===== src/core/tpif_params.svh =====
`ifndef TPIF_PARAMS_SVH
`define TPIF_PARAMS_SVH
// ****************************************************************
// Register byte offsets
// ****************************************************************
`define TPIF_OFS_TIMER_FLAGS 12'h000
`define TPIF_OFS_TIMER_MASK 12'h004
`define TPIF_OFS_GEN_MASK 12'h008
`define TPIF_OFS_GEN_FLAGS 12'h00c
`define TPIF_OFS_MCU_CTRL 12'h010
`define TPIF_OFS_ALT_CTRL 12'h014
`define TPIF_OFS_STATUS 12'h018
// ****************************************************************
// Field positions
// ****************************************************************
`define TPIF_BIT_CMP_A 6
`define TPIF_BIT_CMP_B 5
`define TPIF_BIT_FAST_OVF 2
`define TPIF_BIT_BASIC_OVF 1
`define TPIF_BIT_EXT 6
`define TPIF_BIT_PC_UP 5
`define TPIF_BIT_PC_LO 4
`define TPIF_BIT_PC_FLAG 5
`define TPIF_TIMER_FLAG_MASK 8'h66
`define TPIF_GEN_MASK_MASK 8'h70
`define TPIF_RESET_BYTE 8'h00
// Acknowledge vector numbers
`define TPIF_VEC_EXT 3'h1
`define TPIF_VEC_PINCHG 3'h2
`define TPIF_VEC_CMP_A 3'h3
`define TPIF_VEC_CMP_B 3'h4
`define TPIF_VEC_FAST_OVF 3'h5
`define TPIF_VEC_BASIC_OVF 3'h6
`endif


===== src/core/tpif_pkg.sv =====
package tpif_pkg;
    // External interrupt sense mode
    typedef enum logic [1:0]
    {
        TPIF_SENSE_LOW = 2'h0,
        TPIF_SENSE_ANY = 2'h1,
        TPIF_SENSE_FALL = 2'h2,
        TPIF_SENSE_RISE = 2'h3
    } tpif_sense_t;
    // Timer event pulses
    typedef struct packed
    {
        logic cmp_a;
        logic cmp_b;
        logic fast_ovf;
        logic basic_ovf;
    } tpif_timer_evt_t;
    // Alternate functions that mask pin-change pins
    typedef struct packed
    {
        logic ref_select_bit;
        logic comparator_disable;
        logic serial_wire_mode_hi;
        logic serial_wire_mode_lo;
        logic cmp_a_out_mode_hi;
        logic cmp_a_out_mode_lo;
        logic cmp_b_out_mode_hi;
        logic cmp_b_out_mode_lo;
        logic pwm_a_enable;
        logic pwm_b_enable;
        logic basic_clksel_b2;
        logic basic_clksel_b1;
    } tpif_alt_t;
    // Fuse levels, 0 means programmed
    typedef struct packed
    {
        logic reset_pin_disable_fuse;
        logic pll_clock_fuse;
        logic [3:0] clock_source_fuses;
    } tpif_fuse_t;
    // Bus slave data-phase state
    typedef enum logic [1:0]
    {
        TPIF_BUS_IDLE = 2'b01,
        TPIF_BUS_DATA = 2'b10
    } tpif_bus_state_t;
endpackage


===== src/core/tpif_core.sv =====
// Behaviour
// - compare-A flag sets on match; clears on vector or one cycle after write-one.
// - compare-B flag sets on match; clears on vector or one cycle after write-one.
// - fast overflow flag sets on overflow; vector or delayed write-one clears it.
// - basic overflow flag sets on overflow; vector or immediate write-one clears it.
// - timer request needs global enable, its enable bit and its flag together.
// - unused timer flag bits always read zero.
// - external interrupt fires even when its pin is driven as output.
// - external sense selects falling, rising, any change or low level.
// - wake needs two watchdog-tick samples at the required level.
// - pin-change fires on port B and port A pins 3, 6, 7 if unmasked.
// - upper enable covers PB7..4 and PA7,6,3; lower covers PB3..0.
// - disabled group cannot set the pin-change flag at all.
// - a pin with active alternate function produces no pin-change event.
// - pin-change fires even when the pin is an output.
// - one pin event may raise pin-change and external requests together.
// - mask PA3 if reference select is 1; PA6, PA7 if comparator disable is 0.
// - mask PB0 in two-wire or three-wire serial mode or inverted compare output.
// - fuse value 0 means programmed, 1 unprogrammed.
// - one shared pin-change flag; vector or write-one clears it.
// - external flag held clear in low-level mode; request follows the pin.
//
// The register offsets and register access over AHB-Lite were decided locally.
`timescale 1ns/1ps
`default_nettype none
`include "tpif_params.svh"
module tpif_core
(
    // Clock and reset
    input wire logic clk,
    input wire logic rst,
    // AHB-Lite slave
    input wire logic hsel,
    input wire logic [11:0] haddr,
    input wire logic [1:0] htrans,
    input wire logic hwrite,
    input wire logic [2:0] hsize,
    input wire logic [31:0] hwdata,
    input wire logic hready,
    output logic [31:0] hrdata,
    output logic hreadyout,
    output logic hresp,
    // CPU core side
    input wire logic global_irq_en,
    input wire logic vec_ack,
    input wire logic [2:0] vec_num,
    output logic [6:1] irq_req,
    // Timer events, same clock
    input wire tpif_pkg::tpif_timer_evt_t timer_evt,
    // Pins and wake sampling
    input wire logic [7:0] port_a_pin,
    input wire logic [7:0] port_b_pin,
    input wire logic wdt_tick,
    input wire tpif_pkg::tpif_fuse_t fuses,
    output logic wake_req
);
    // ****************************************************************
    // Register bus
    // ****************************************************************
    tpif_pkg::tpif_bus_state_t bus_state, next_bus_state;
    logic [11:0] wr_addr, next_wr_addr;
    logic [7:0] timer_mask, next_timer_mask;
    logic [7:0] gen_mask, next_gen_mask;
    logic [1:0] mcu_ctrl, next_mcu_ctrl;
    tpif_pkg::tpif_alt_t alt_ctrl, next_alt_ctrl;
    logic [31:0] rdata, next_rdata;
    logic wr_now;
    logic [7:0] wbyte;
    logic [7:0] timer_flags, gen_flags;
    logic [2:0] fast_clr_pend, next_fast_clr_pend;
    logic basic_clr;
    logic ext_clr;
    logic pc_clr;
    logic [7:0] status_word;

    // Decode an address to a register match
    function automatic logic hit(input logic [11:0] a, input logic [11:0] ofs);
        hit = (a == ofs);
    endfunction

    assign hreadyout = 1'b1;
    assign hresp = 1'b0;
    assign hrdata = rdata;
    assign wr_now = (bus_state == tpif_pkg::TPIF_BUS_DATA);
    assign wbyte = hwdata[7:0];

    // Address phase capture, writes land in the data phase
    always_comb
    begin
        next_bus_state = tpif_pkg::TPIF_BUS_IDLE;
        next_wr_addr = wr_addr;
        next_rdata = rdata;
        next_timer_mask = timer_mask;
        next_gen_mask = gen_mask;
        next_mcu_ctrl = mcu_ctrl;
        next_alt_ctrl = alt_ctrl;
        case (bus_state)
            tpif_pkg::TPIF_BUS_IDLE: ;
            tpif_pkg::TPIF_BUS_DATA:
            begin
                if (hit(wr_addr, `TPIF_OFS_TIMER_MASK))
                    next_timer_mask = wbyte & `TPIF_TIMER_FLAG_MASK;
                if (hit(wr_addr, `TPIF_OFS_GEN_MASK))
                    next_gen_mask = wbyte & `TPIF_GEN_MASK_MASK;
                if (hit(wr_addr, `TPIF_OFS_MCU_CTRL))
                    next_mcu_ctrl = wbyte[1:0];
                if (hit(wr_addr, `TPIF_OFS_ALT_CTRL))
                    next_alt_ctrl = hwdata[11:0];
            end
            default: ;
        endcase
        if (hsel && hready && htrans[1])
        begin
            if (hwrite)
            begin
                next_bus_state = tpif_pkg::TPIF_BUS_DATA;
                next_wr_addr = haddr;
            end
            else
            begin
                // Unmapped reads return zero
                next_rdata = 32'h0000_0000;
                if (hit(haddr, `TPIF_OFS_TIMER_FLAGS))
                    next_rdata[7:0] = timer_flags;
                if (hit(haddr, `TPIF_OFS_TIMER_MASK))
                    next_rdata[7:0] = timer_mask;
                if (hit(haddr, `TPIF_OFS_GEN_MASK))
                    next_rdata[7:0] = gen_mask;
                if (hit(haddr, `TPIF_OFS_GEN_FLAGS))
                    next_rdata[7:0] = gen_flags;
                if (hit(haddr, `TPIF_OFS_MCU_CTRL))
                    next_rdata[1:0] = mcu_ctrl;
                if (hit(haddr, `TPIF_OFS_ALT_CTRL))
                    next_rdata[11:0] = alt_ctrl;
                if (hit(haddr, `TPIF_OFS_STATUS))
                    next_rdata[7:0] = status_word;
            end
        end
    end

    // Bus registers
    always_ff @(posedge clk or posedge rst)
    begin
        if (rst)
        begin
            bus_state <= tpif_pkg::TPIF_BUS_IDLE;
            wr_addr <= 12'h000;
            rdata <= 32'h0000_0000;
            timer_mask <= `TPIF_RESET_BYTE;
            gen_mask <= `TPIF_RESET_BYTE;
            mcu_ctrl <= 2'h0;
            alt_ctrl <= 12'h000;
        end
        else
        begin
            bus_state <= next_bus_state;
            wr_addr <= next_wr_addr;
            rdata <= next_rdata;
            timer_mask <= next_timer_mask;
            gen_mask <= next_gen_mask;
            mcu_ctrl <= next_mcu_ctrl;
            alt_ctrl <= next_alt_ctrl;
        end
    end

    // ****************************************************************
    // Timer flags
    // ****************************************************************
    logic cmp_a_flag, cmp_b_flag, fast_ovf_flag, basic_ovf_flag;
    logic next_cmp_a_flag, next_cmp_b_flag, next_fast_ovf_flag, next_basic_ovf_flag;
    logic tf_write;

    assign tf_write = wr_now && hit(wr_addr, `TPIF_OFS_TIMER_FLAGS);
    assign basic_clr = tf_write && wbyte[`TPIF_BIT_BASIC_OVF];
    assign timer_flags = {1'b0, cmp_a_flag, cmp_b_flag, 2'b00,
        fast_ovf_flag, basic_ovf_flag, 1'b0};

    // Fast flag write-one clears pass a sync stage; set wins over clear
    always_comb
    begin
        next_fast_clr_pend = 3'h0;
        if (tf_write)
            next_fast_clr_pend = {wbyte[`TPIF_BIT_CMP_A], wbyte[`TPIF_BIT_CMP_B],
                wbyte[`TPIF_BIT_FAST_OVF]};
        next_cmp_a_flag = timer_evt.cmp_a ||
            (cmp_a_flag && !fast_clr_pend[2] &&
            !(vec_ack && vec_num == `TPIF_VEC_CMP_A));
        next_cmp_b_flag = timer_evt.cmp_b ||
            (cmp_b_flag && !fast_clr_pend[1] &&
            !(vec_ack && vec_num == `TPIF_VEC_CMP_B));
        next_fast_ovf_flag = timer_evt.fast_ovf ||
            (fast_ovf_flag && !fast_clr_pend[0] &&
            !(vec_ack && vec_num == `TPIF_VEC_FAST_OVF));
        next_basic_ovf_flag = timer_evt.basic_ovf ||
            (basic_ovf_flag && !basic_clr &&
            !(vec_ack && vec_num == `TPIF_VEC_BASIC_OVF));
    end

    // Timer flag registers
    always_ff @(posedge clk or posedge rst)
    begin
        if (rst)
        begin
            fast_clr_pend <= 3'h0;
            cmp_a_flag <= 1'b0;
            cmp_b_flag <= 1'b0;
            fast_ovf_flag <= 1'b0;
            basic_ovf_flag <= 1'b0;
        end
        else
        begin
            fast_clr_pend <= next_fast_clr_pend;
            cmp_a_flag <= next_cmp_a_flag;
            cmp_b_flag <= next_cmp_b_flag;
            fast_ovf_flag <= next_fast_ovf_flag;
            basic_ovf_flag <= next_basic_ovf_flag;
        end
    end

    // ****************************************************************
    // Pin sampling and masking
    // ****************************************************************
    // Pin vector: {PA7, PA6, PA3, PB7..PB0}
    localparam int NPIN = 11;
    logic [NPIN-1:0] pin_raw, sync1, sync2, prev_pin, pin_mask, pin_changed;
    logic [NPIN-1:0] group_en;
    logic ext_pin;

    assign pin_raw = {port_a_pin[7], port_a_pin[6], port_a_pin[3], port_b_pin};
    assign ext_pin = sync2[6]; // PB6 carries the external pin

    // Two-stage synchronisers and previous sample per pin
    genvar gi;
    generate
        for (gi = 0; gi < NPIN; gi++)
        begin : g_sync
            always_ff @(posedge clk or posedge rst)
            begin
                if (rst)
                begin
                    sync1[gi] <= 1'b0;
                    sync2[gi] <= 1'b0;
                    prev_pin[gi] <= 1'b0;
                end
                else
                begin
                    sync1[gi] <= pin_raw[gi];
                    sync2[gi] <= sync1[gi];
                    prev_pin[gi] <= sync2[gi];
                end
            end
        end
    endgenerate

    // Alternate-function masks per pin
    always_comb
    begin
        pin_mask = '0;
        pin_mask[8] = alt_ctrl.ref_select_bit;
        pin_mask[9] = !alt_ctrl.comparator_disable;
        pin_mask[10] = !alt_ctrl.comparator_disable;
        pin_mask[0] = alt_ctrl.serial_wire_mode_hi ||
            (!alt_ctrl.serial_wire_mode_hi && alt_ctrl.serial_wire_mode_lo) ||
            (!alt_ctrl.cmp_a_out_mode_hi && alt_ctrl.cmp_a_out_mode_lo &&
            alt_ctrl.pwm_a_enable);
        pin_mask[1] = (!alt_ctrl.serial_wire_mode_hi && alt_ctrl.serial_wire_mode_lo) ||
            alt_ctrl.cmp_a_out_mode_hi || alt_ctrl.cmp_a_out_mode_lo;
        pin_mask[2] = alt_ctrl.serial_wire_mode_hi ||
            (!alt_ctrl.serial_wire_mode_hi && alt_ctrl.serial_wire_mode_lo) ||
            (!alt_ctrl.cmp_b_out_mode_hi && alt_ctrl.cmp_b_out_mode_lo &&
            alt_ctrl.pwm_b_enable);
        pin_mask[3] = alt_ctrl.cmp_b_out_mode_hi || alt_ctrl.cmp_b_out_mode_lo;
        // Fuse 0 is programmed
        pin_mask[4] = (fuses.pll_clock_fuse && fuses.clock_source_fuses == 4'h0) ||
            (fuses.pll_clock_fuse && fuses.clock_source_fuses >= 4'h5);
        pin_mask[5] = fuses.pll_clock_fuse && fuses.clock_source_fuses >= 4'h9;
        pin_mask[6] = (gen_mask[`TPIF_BIT_EXT] && mcu_ctrl == 2'h0) ||
            (alt_ctrl.basic_clksel_b2 && alt_ctrl.basic_clksel_b1);
        pin_mask[7] = fuses.reset_pin_disable_fuse;
    end

    // Group enables: upper covers PA7,6,3 and PB7..4
    assign group_en = {{3{gen_mask[`TPIF_BIT_PC_UP]}}, {4{gen_mask[`TPIF_BIT_PC_UP]}},
        {4{gen_mask[`TPIF_BIT_PC_LO]}}};
    // Driven outputs still change at the pad: no direction gating
    assign pin_changed = (sync2 ^ prev_pin) & ~pin_mask & group_en;

    // ****************************************************************
    // External and pin-change flags
    // ****************************************************************
    logic ext_flag, next_ext_flag, pc_flag, next_pc_flag;
    logic ext_event, gf_write, low_mode;
    logic [1:0] wake_cnt, next_wake_cnt;

    assign low_mode = (mcu_ctrl == tpif_pkg::TPIF_SENSE_LOW);
    assign gf_write = wr_now && hit(wr_addr, `TPIF_OFS_GEN_FLAGS);
    assign ext_clr = (gf_write && wbyte[`TPIF_BIT_EXT]) ||
        (vec_ack && vec_num == `TPIF_VEC_EXT);
    assign pc_clr = (gf_write && wbyte[`TPIF_BIT_PC_FLAG]) ||
        (vec_ack && vec_num == `TPIF_VEC_PINCHG);
    assign gen_flags = {1'b0, ext_flag, pc_flag, 5'h00};
    assign status_word = {1'b0, ext_pin, 6'h00};

    // External pin edge select
    always_comb
    begin
        case (tpif_pkg::tpif_sense_t'(mcu_ctrl))
            tpif_pkg::TPIF_SENSE_ANY: ext_event = sync2[6] ^ prev_pin[6];
            tpif_pkg::TPIF_SENSE_FALL: ext_event = !sync2[6] && prev_pin[6];
            tpif_pkg::TPIF_SENSE_RISE: ext_event = sync2[6] && !prev_pin[6];
            default: ext_event = 1'b0;
        endcase
    end

    // Flag updates; set wins over clear, low mode holds the flag clear
    always_comb
    begin
        next_ext_flag = 1'b0;
        if (!low_mode)
            next_ext_flag = ext_event || (ext_flag && !ext_clr);
        next_pc_flag = (|pin_changed) || (pc_flag && !pc_clr);
        // Two watchdog samples in a row at the wake level wake the core
        next_wake_cnt = wake_cnt;
        if (wdt_tick)
        begin
            if ((low_mode && !ext_pin && gen_mask[`TPIF_BIT_EXT]) ||
                ((!low_mode) && (ext_flag || pc_flag)))
                next_wake_cnt = (wake_cnt == 2'h2) ? 2'h2 : wake_cnt + 2'h1;
            else
                next_wake_cnt = 2'h0;
        end
    end

    // Pin flag registers
    always_ff @(posedge clk or posedge rst)
    begin
        if (rst)
        begin
            ext_flag <= 1'b0;
            pc_flag <= 1'b0;
            wake_cnt <= 2'h0;
        end
        else
        begin
            ext_flag <= next_ext_flag;
            pc_flag <= next_pc_flag;
            wake_cnt <= next_wake_cnt;
        end
    end

    assign wake_req = (wake_cnt == 2'h2);

    // ****************************************************************
    // Interrupt requests
    // ****************************************************************
    always_comb
    begin
        irq_req[1] = global_irq_en && gen_mask[`TPIF_BIT_EXT] &&
            (low_mode ? !ext_pin : ext_flag);
        irq_req[2] = global_irq_en && pc_flag &&
            (gen_mask[`TPIF_BIT_PC_UP] || gen_mask[`TPIF_BIT_PC_LO]);
        irq_req[3] = global_irq_en && timer_mask[`TPIF_BIT_CMP_A] && cmp_a_flag;
        irq_req[4] = global_irq_en && timer_mask[`TPIF_BIT_CMP_B] && cmp_b_flag;
        irq_req[5] = global_irq_en && timer_mask[`TPIF_BIT_FAST_OVF] && fast_ovf_flag;
        irq_req[6] = global_irq_en && timer_mask[`TPIF_BIT_BASIC_OVF] && basic_ovf_flag;
    end
endmodule // tpif_core
`default_nettype wire


===== config.mk =====
export PLATFORM = sky130hd
export DESIGN_NAME = tpif_core
export DESIGN_NICKNAME = d
export VERILOG_FILES = /design/src/core/tpif_pkg.sv /design/src/core/tpif_core.sv
export VERILOG_INCLUDE_DIRS = /design/src /design/src/core
export SDC_FILE = /design/constraint.sdc
export NUM_CORES = 1
export LEC_CHECK = 0
export BUFFER_PORTS_ARGS = -buffer_cell sky130_fd_sc_hd__buf_2
export CAP_MARGIN = 5
export CORE_UTILIZATION = 35
export DETAILED_ROUTE_END_ITERATION = 7
export PLACE_DENSITY = 0.71
export SLEW_MARGIN = 20
export SYNTH_ARGS = -nofsm -noshare
export SYNTH_HDL_FRONTEND = slang
export SYNTH_SLANG_ARGS = --single-unit

===== constraint.sdc =====
create_clock -name clk -period 3.25 [get_ports clk]
set_input_delay 0.8125 -clock clk [delete_from_list [all_inputs] [get_ports clk]]
set_output_delay 0.8125 -clock clk [all_outputs]
set_load 0.05 [all_outputs]

==> results of run 1 <==
worst min path at each step:
stage	to
global placement	sync2[10]$_DFF_PP0_
CTS	sync2[0]$_DFF_PP0_
global route	sync2[0]$_DFF_PP0_
finish	sync2[0]$_DFF_PP0_
detailed placement	sync2[10]$_DFF_PP0_
floorplan	ext_pin$_DFF_PP0_
cell type report:
type / instances / share of cell area (%)
Multi-Input combinational cell: 208 / 31.4
Tap cell: 140 / 3.80
Inverter: 17 / 1.41
Clock buffer: 11 / 3.28
Sequential cell: 91 / 49.4
Timing Repair Buffer: 78 / 8.90
Clock inverter: 5 / 1.84
state kept, by name (all words and copies together), names as in the netlist, 2 cells and up:
signal	flops
alt_ctrl	12
bus_state	2
fast_clr_pend	3
gen_mask	3
hrdata	12
mcu_ctrl	2
prev_pin	11
sync1	11
sync2	10
timer_mask	4
wake_cnt	2
wr_addr	12
power by group:
group | switching [mW] | internal (mW)
Sequential | 0.0480 | 1.19
Clock | 0.403 | 0.478
Combinational | 0.165 | 0.0882
per-layer routing:
layer / vias to the layer above / part of all wire, % / track usage (%)
met5: - / 0 / 0
met4: 0 / 1.3 / 5.09
li1: 1257 / - / -
met1: 1349 / 45 / 19.7
met3: 9 / 5.7 / 4.42
met2: 87 / 48 / 25.6
cell usage after synthesis, types with 2 or more instances:
library cell,number
o31ai_1,3
mux2_4,10
a31oi_1,2
clkbuf_1,4
nand2_1,41
nand3_1,4
o22ai_1,2
mux2i_1,5
nor2b_1,3
conb_1,2
o21ai_0,14
and3_1,8
a22o_1,6
ha_1,4
mux2_2,13
inv_1,17
nand4b_1,3
xnor2_1,2
xor2_1,8
a31o_2,5
nand3b_1,8
o41ai_1,2
o311ai_0,2
dfrtp_1,90
nor2_1,7
nor3_1,5
a21oi_1,3
a221o_1,2
o211ai_1,3
nand4_1,2
buf_4,23
logic make-up (layout without fill, tap and decap cells):
logic type / count (synthesis) / after routing / synth area share (%)
AND/OR/NAND/NOR: 93 / 93 / 13.0
flip-flops: 91 / 91 / 58.0
AO/OA/AOI/OAI: 51 / 51 / 9.43
buffers and inverters: 48 / 111 / 7.04
multiplexers: 28 / 28 / 8.83
XOR/XNOR: 10 / 10 / 2.23
adder cells (fa/ha/maj): 4 / 4 / 1.27
other: 2 / 22 / 0.191
layout by cell type (no fill, tap or decap), types with 5 or more instances in the layout:
master / instances
mux2i_1: 5
buf_2: 75
inv_1: 16
nor3_1: 5
mux2_4: 10
and3_1: 8
a31o_2: 5
a22o_1: 6
o21ai_0: 14
conb_1: 22
nor2_1: 7
xor2_1: 8
mux2_2: 13
clkbuf_8: 11
nand3b_1: 8
nand2_1: 41
dfrtp_1: 90
per-stage QoR:
| stage | area (sq um) | power (mW) |
|---|---|---|
| 4_1_cts | 4610 | 2.40 |
| 3_5_place_dp | 4380 | 1.52 |
| 6_report | 4610 | 2.38 |
| 2_1_floorplan | 4000 | 1.45 |
| 3_3_place_gp | 4380 | 1.51 |
| 5_1_grt | 4610 | 2.49 |
==> results.tsv, run 1 <==
metric	value	unit
worst min path class	reg -> reg	
post-synth top area share	57.4	%
fin crit share	75.9	%
initial antenna violation count	0	
Fin. Hold Viols	0	
setup violators final	0	
post-synthesis area per instance	12.0	sq um
Critical path buffers and inverters	1	
dominant synthesized flop cell	dfrtp_1	
gr usage total	15.6	%
cell taking the most area after synthesis	dfrtp_1	
Nets	495	
vias in the first global route	2715	
Reg-to-Reg End	alt_ctrl[8]$_DFFE_PP0P_	
Starting Density	36.1	%
pwr/cell area	515	nW/um^2
die outline width	108	microns
number of max-cap violations	0	
Post-Route WL	8.17	mm
Iteration-0 DRC Markers	109	
H-tree levels	3	
slew margin rel.	50.0	%
ys async rst share	100	%
via count	2702	
Mapped Area	3930	sq um
WP depth	4	
die area	11600	sq um
unrepaired setup endpoints after global routing	false	
peak supply drop	0.278	mV
CTS Hold Bufs	0	
largest net degree at the start of global routing	51	
Clock Tree Buf Depth	2	
post-synth cell types	55	
number of setup buffers added after CTS	0	
Worst Setup EP	irq_req[1]	
CTS root buffer	clkbuf_8	
CP Capture Type	primary output	
port bufs	75	
TritonCTS clock tree	done	
worst-path cell chain	o21ai_0, o31ai_1, and3_1, buf_2	
Max Freq	405	MHz
clk slew on worst S/H paths	0.09	ns
ranking of synthesized cells by area	dfrtp_1, buf_4, nand2_1	
status	complete, no violations	
Filler Cell Count	1066	
max incr delay on CP	0.47	ns
CTS buffer count	9	
HPWL Detailed	6.03	mm
Worst R2R Setup Slack	1.29	ns
share of layout cells above drive strength 1	31.2	%
slew at the pin closest to its max-slew limit	0.750	ns
Crit path arrival time	1.65	ns
Clock Sink Count	91	
Post-CTS Resized	0	
DRC	0	
EDFF count, synth	0	
r2r startpoint	wr_addr[11]$_DFFE_PP0P_	
fin crit period	2.47	ns
Yosys reg bits	91	
Leak	2.29	nW
clock insertion delay at the later pin of the skew report	0.36	ns
family with the most delay on the worst path	flip-flops	
post-synthesis cell count	327	
fin worst setup slack	0.783	ns
Layout Utilization	42.4	%
Setup TNS	0	ns
antenna cells	0	
number of vias per cell	4.91	
first-pass GRT wire length	13.5	mm
reg2reg path depth	4	
sequential area share after synthesis	58.0	%
Layout area overhead	17.5	%
num rows	38	
hold path depth	0	
Non-Filler Instances	550	
drt pass-1 iters	4	
crit path kind	reg -> out	
CP max stage cell	dfrtp_1	
DP Worst Slack	0.634	ns
hold path startpoint	sync1[0]$_DFF_PP0_	
RD Place Congestion	0.788	
Vert. Die Dim	108	microns
IO Pins	127	
Core Area	10900	sq um
area of the multi-input gates	1450	sq um
hold_ws	0.346	ns
ANT nets after route	0	
Yosys warnings	0	
overflow left after global routing	0	
Reg area	2280	sq um
Clock Skew	0.0114	ns
WL/cell	14.9	microns
# placed instances	534	
CP required	2.44	ns
worst-path fanout max	8	
CP startpoint kind	register	
final slew viol count	0	
Crit. Startpoint	mcu_ctrl[1]$_DFFE_PP0P_	
Power figures use the tool's default switching activity.
==> run 2: changes to the inputs <==
--- a/config.mk
+++ b/config.mk
@@ -10,7 +10,7 @@
 export CAP_MARGIN = 5
 export CORE_UTILIZATION = 35
 export DETAILED_ROUTE_END_ITERATION = 7
-export PLACE_DENSITY = 0.71
+export PLACE_DENSITY = 0.69
 export SLEW_MARGIN = 20
 export SYNTH_ARGS = -nofsm -noshare
 export SYNTH_HDL_FRONTEND = slang
==> constraint.sdc (replaced) <==
create_clock -name clk -period 2.4 [get_ports clk]
set_input_delay 0.6 -clock clk [delete_from_list [all_inputs] [get_ports clk]]
set_output_delay 0.6 -clock clk [all_outputs]
set_load 0.05 [all_outputs]
==> run 2 against run 1 <==
  * Register-to-register slack worse by 0.83 ns
  * Largest cell class unchanged
  * First-iteration DRC count down 10%
  * Worst hold slack worse by 0.086 ns
  * Sequential cell count unchanged
  * Clock power up 21%
  * Critical path depth unchanged
  * Clock-buffer cell count down 2
==> results.tsv, run 2 (synthesized netlist as in run 1, its figures left out) <==
metric	value	unit	change
status	complete, no violations		
fin worst setup slack	0.120	ns	-0.663 ns
antenna cells	0		unchanged
die area	11600	sq um	unchanged
reg2reg path depth	4		unchanged
number of setup buffers added after CTS	0		unchanged
WL/cell	14.4	microns	-3.1%
Starting Density	36.1	%	unchanged
Vert. Die Dim	108	microns	unchanged
CTS buffer count	9		unchanged
port bufs	75		unchanged
hold_ws	0.259	ns	-0.0865 ns
CP required	1.80	ns	-0.64 ns
ANT nets after route	0		unchanged
number of vias per cell	4.75		-3.3%
gr usage total	14.9	%	-0.64 points
Core Area	10900	sq um	unchanged
crit path kind	reg -> out		
Crit. Startpoint	mcu_ctrl[1]$_DFFE_PP0P_		
vias in the first global route	2608		-3.9%
via count	2623		-2.9%
Clock Tree Buf Depth	2		unchanged
fin crit share	95.0	%	
CTS Hold Bufs	0		unchanged
Post-Route WL	7.95	mm	-2.7%
CP max stage cell	dfrtp_1		
Layout area overhead	17.5	%	about the same
worst min path class	in -> async		
clk slew on worst S/H paths	0.09	ns	about the same
r2r startpoint	wr_addr[0]$_DFFE_PP0P_		
num rows	38		unchanged
Iteration-0 DRC Markers	98		-10%
initial antenna violation count	0		unchanged
Clock Skew	0.0118	ns	+0.000385 ns
max incr delay on CP	0.46	ns	about the same
overflow left after global routing	0		unchanged
Leak	2.29	nW	+0.13%
worst-path cell chain	o21ai_0, o31ai_1, and3_1, buf_2		
Post-CTS Resized	0		unchanged
Reg-to-Reg End	alt_ctrl[0]$_DFFE_PP0P_		
H-tree levels	3		unchanged
fin crit period	2.28	ns	
pwr/cell area	672	nW/um^2	+30%
Crit path arrival time	1.68	ns	+0.03 ns
final slew viol count	0		unchanged
Fin. Hold Viols	0		unchanged
drt pass-1 iters	4		unchanged
largest net degree at the start of global routing	39		-24%
first-pass GRT wire length	13.1	mm	-3.4%
DRC	0		unchanged
slew margin rel.	66.2	%	+16 points
worst-path fanout max	8		unchanged
slew at the pin closest to its max-slew limit	0.505	ns	-0.244 ns
peak supply drop	0.350	mV	+26%
number of max-cap violations	0		unchanged
die outline width	108	microns	unchanged
IO Pins	127		unchanged
share of layout cells above drive strength 1	31.6	%	+0.33 points
CP Capture Type	primary output		
CTS root buffer	clkbuf_8		
Layout Utilization	42.4	%	about the same
Nets	497		+0.40%
Worst R2R Setup Slack	0.46	ns	-0.83 ns
commonest non-fill, non-tap cell in the layout	dfrtp_1		
Filler Cell Count	1027		-3.7%
setup violators final	0		unchanged
TritonCTS clock tree	done		
DP Worst Slack	0.214	ns	-0.420 ns
Worst Setup EP	irq_req[1]		
CP startpoint kind	register		
commonest cells after routing, fill and taps aside	dfrtp_1, buf_2, nand2_1, conb_1, inv_1		
RD Place Congestion	0.795		+1.0%
Setup TNS	0	ns	unchanged
clock insertion delay at the later pin of the skew report	0.36	ns	about the same
Max Freq	439	MHz	
Clock Sink Count	91		unchanged
unrepaired setup endpoints after global routing	false		
HPWL Detailed	5.97	mm	-0.97%
-- run 2: worst min-delay path by stage --
stage                                     end  cells past startpoint                start
after detailed placement   sync2[1]$_DFF_PP0_                      0   sync1[1]$_DFF_PP0_
after global placement    sync2[10]$_DFF_PP0_                      0  sync1[10]$_DFF_PP0_
final                      sync1[4]$_DFF_PP0_                      2                  rst
after CTS                  sync1[4]$_DFF_PP0_                      2                  rst
after global routing       sync1[4]$_DFF_PP0_                      2                  rst
after floorplan             ext_pin$_DFF_PP0_                      0   sync1[6]$_DFF_PP0_
-- run 2: layout make-up --
cell class                 count  area [sq um]  area share (%)
timing repair buffer          80           438            9.49
multi-input combinational    208          1450            31.4
tap                          140           175            3.80
clock inverter                 7          83.8            1.82
sequential                    91          2280            49.4
clock buffer                   9           124            2.69
inverter                      17          67.6            1.46
-- run 2: critical path: cells and delay by family (launching register included) --
kind / cells / cell delay (ns)
AO/OA/AOI/OAI: 2 / 0.45
buffers and inverters: 1 / 0.21
flip-flops: 1 / 0.46
AND/OR/NAND/NOR: 1 / 0.21
-- run 2: stage by stage --
stage / total power [mW] / instances / area (sq um)
6_report: 3.10 / 552 / 4610
5_1_grt: 3.25 / 552 / 4610
4_1_cts: 3.13 / 552 / 4610
3_5_place_dp: 2.06 / 536 / 4410
3_3_place_gp: 2.05 / 536 / 4410
2_1_floorplan: 1.97 / 347 / 4010
-- run 2: report_power, final --
part | leakage, nW | switching [mW] | internal [mW]
clock network | 0.108 | 0.570 | 0.501
registers | 1.12 | 0.0666 | 1.62
logic | 1.06 | 0.221 | 0.123
-- run 2: layer usage --
| metal | vias up | global-route usage, % | routed length, microns |
|---|---|---|---|
| met3 | 10 | 4.42 | 457 |
| met5 | - | 0 | 0 |
| met4 | 0 | 4.99 | 82 |
| met1 | 1279 | 19.6 | 3660 |
| li1 | 1260 | - | - |
| met2 | 74 | 23.5 | 3750 |
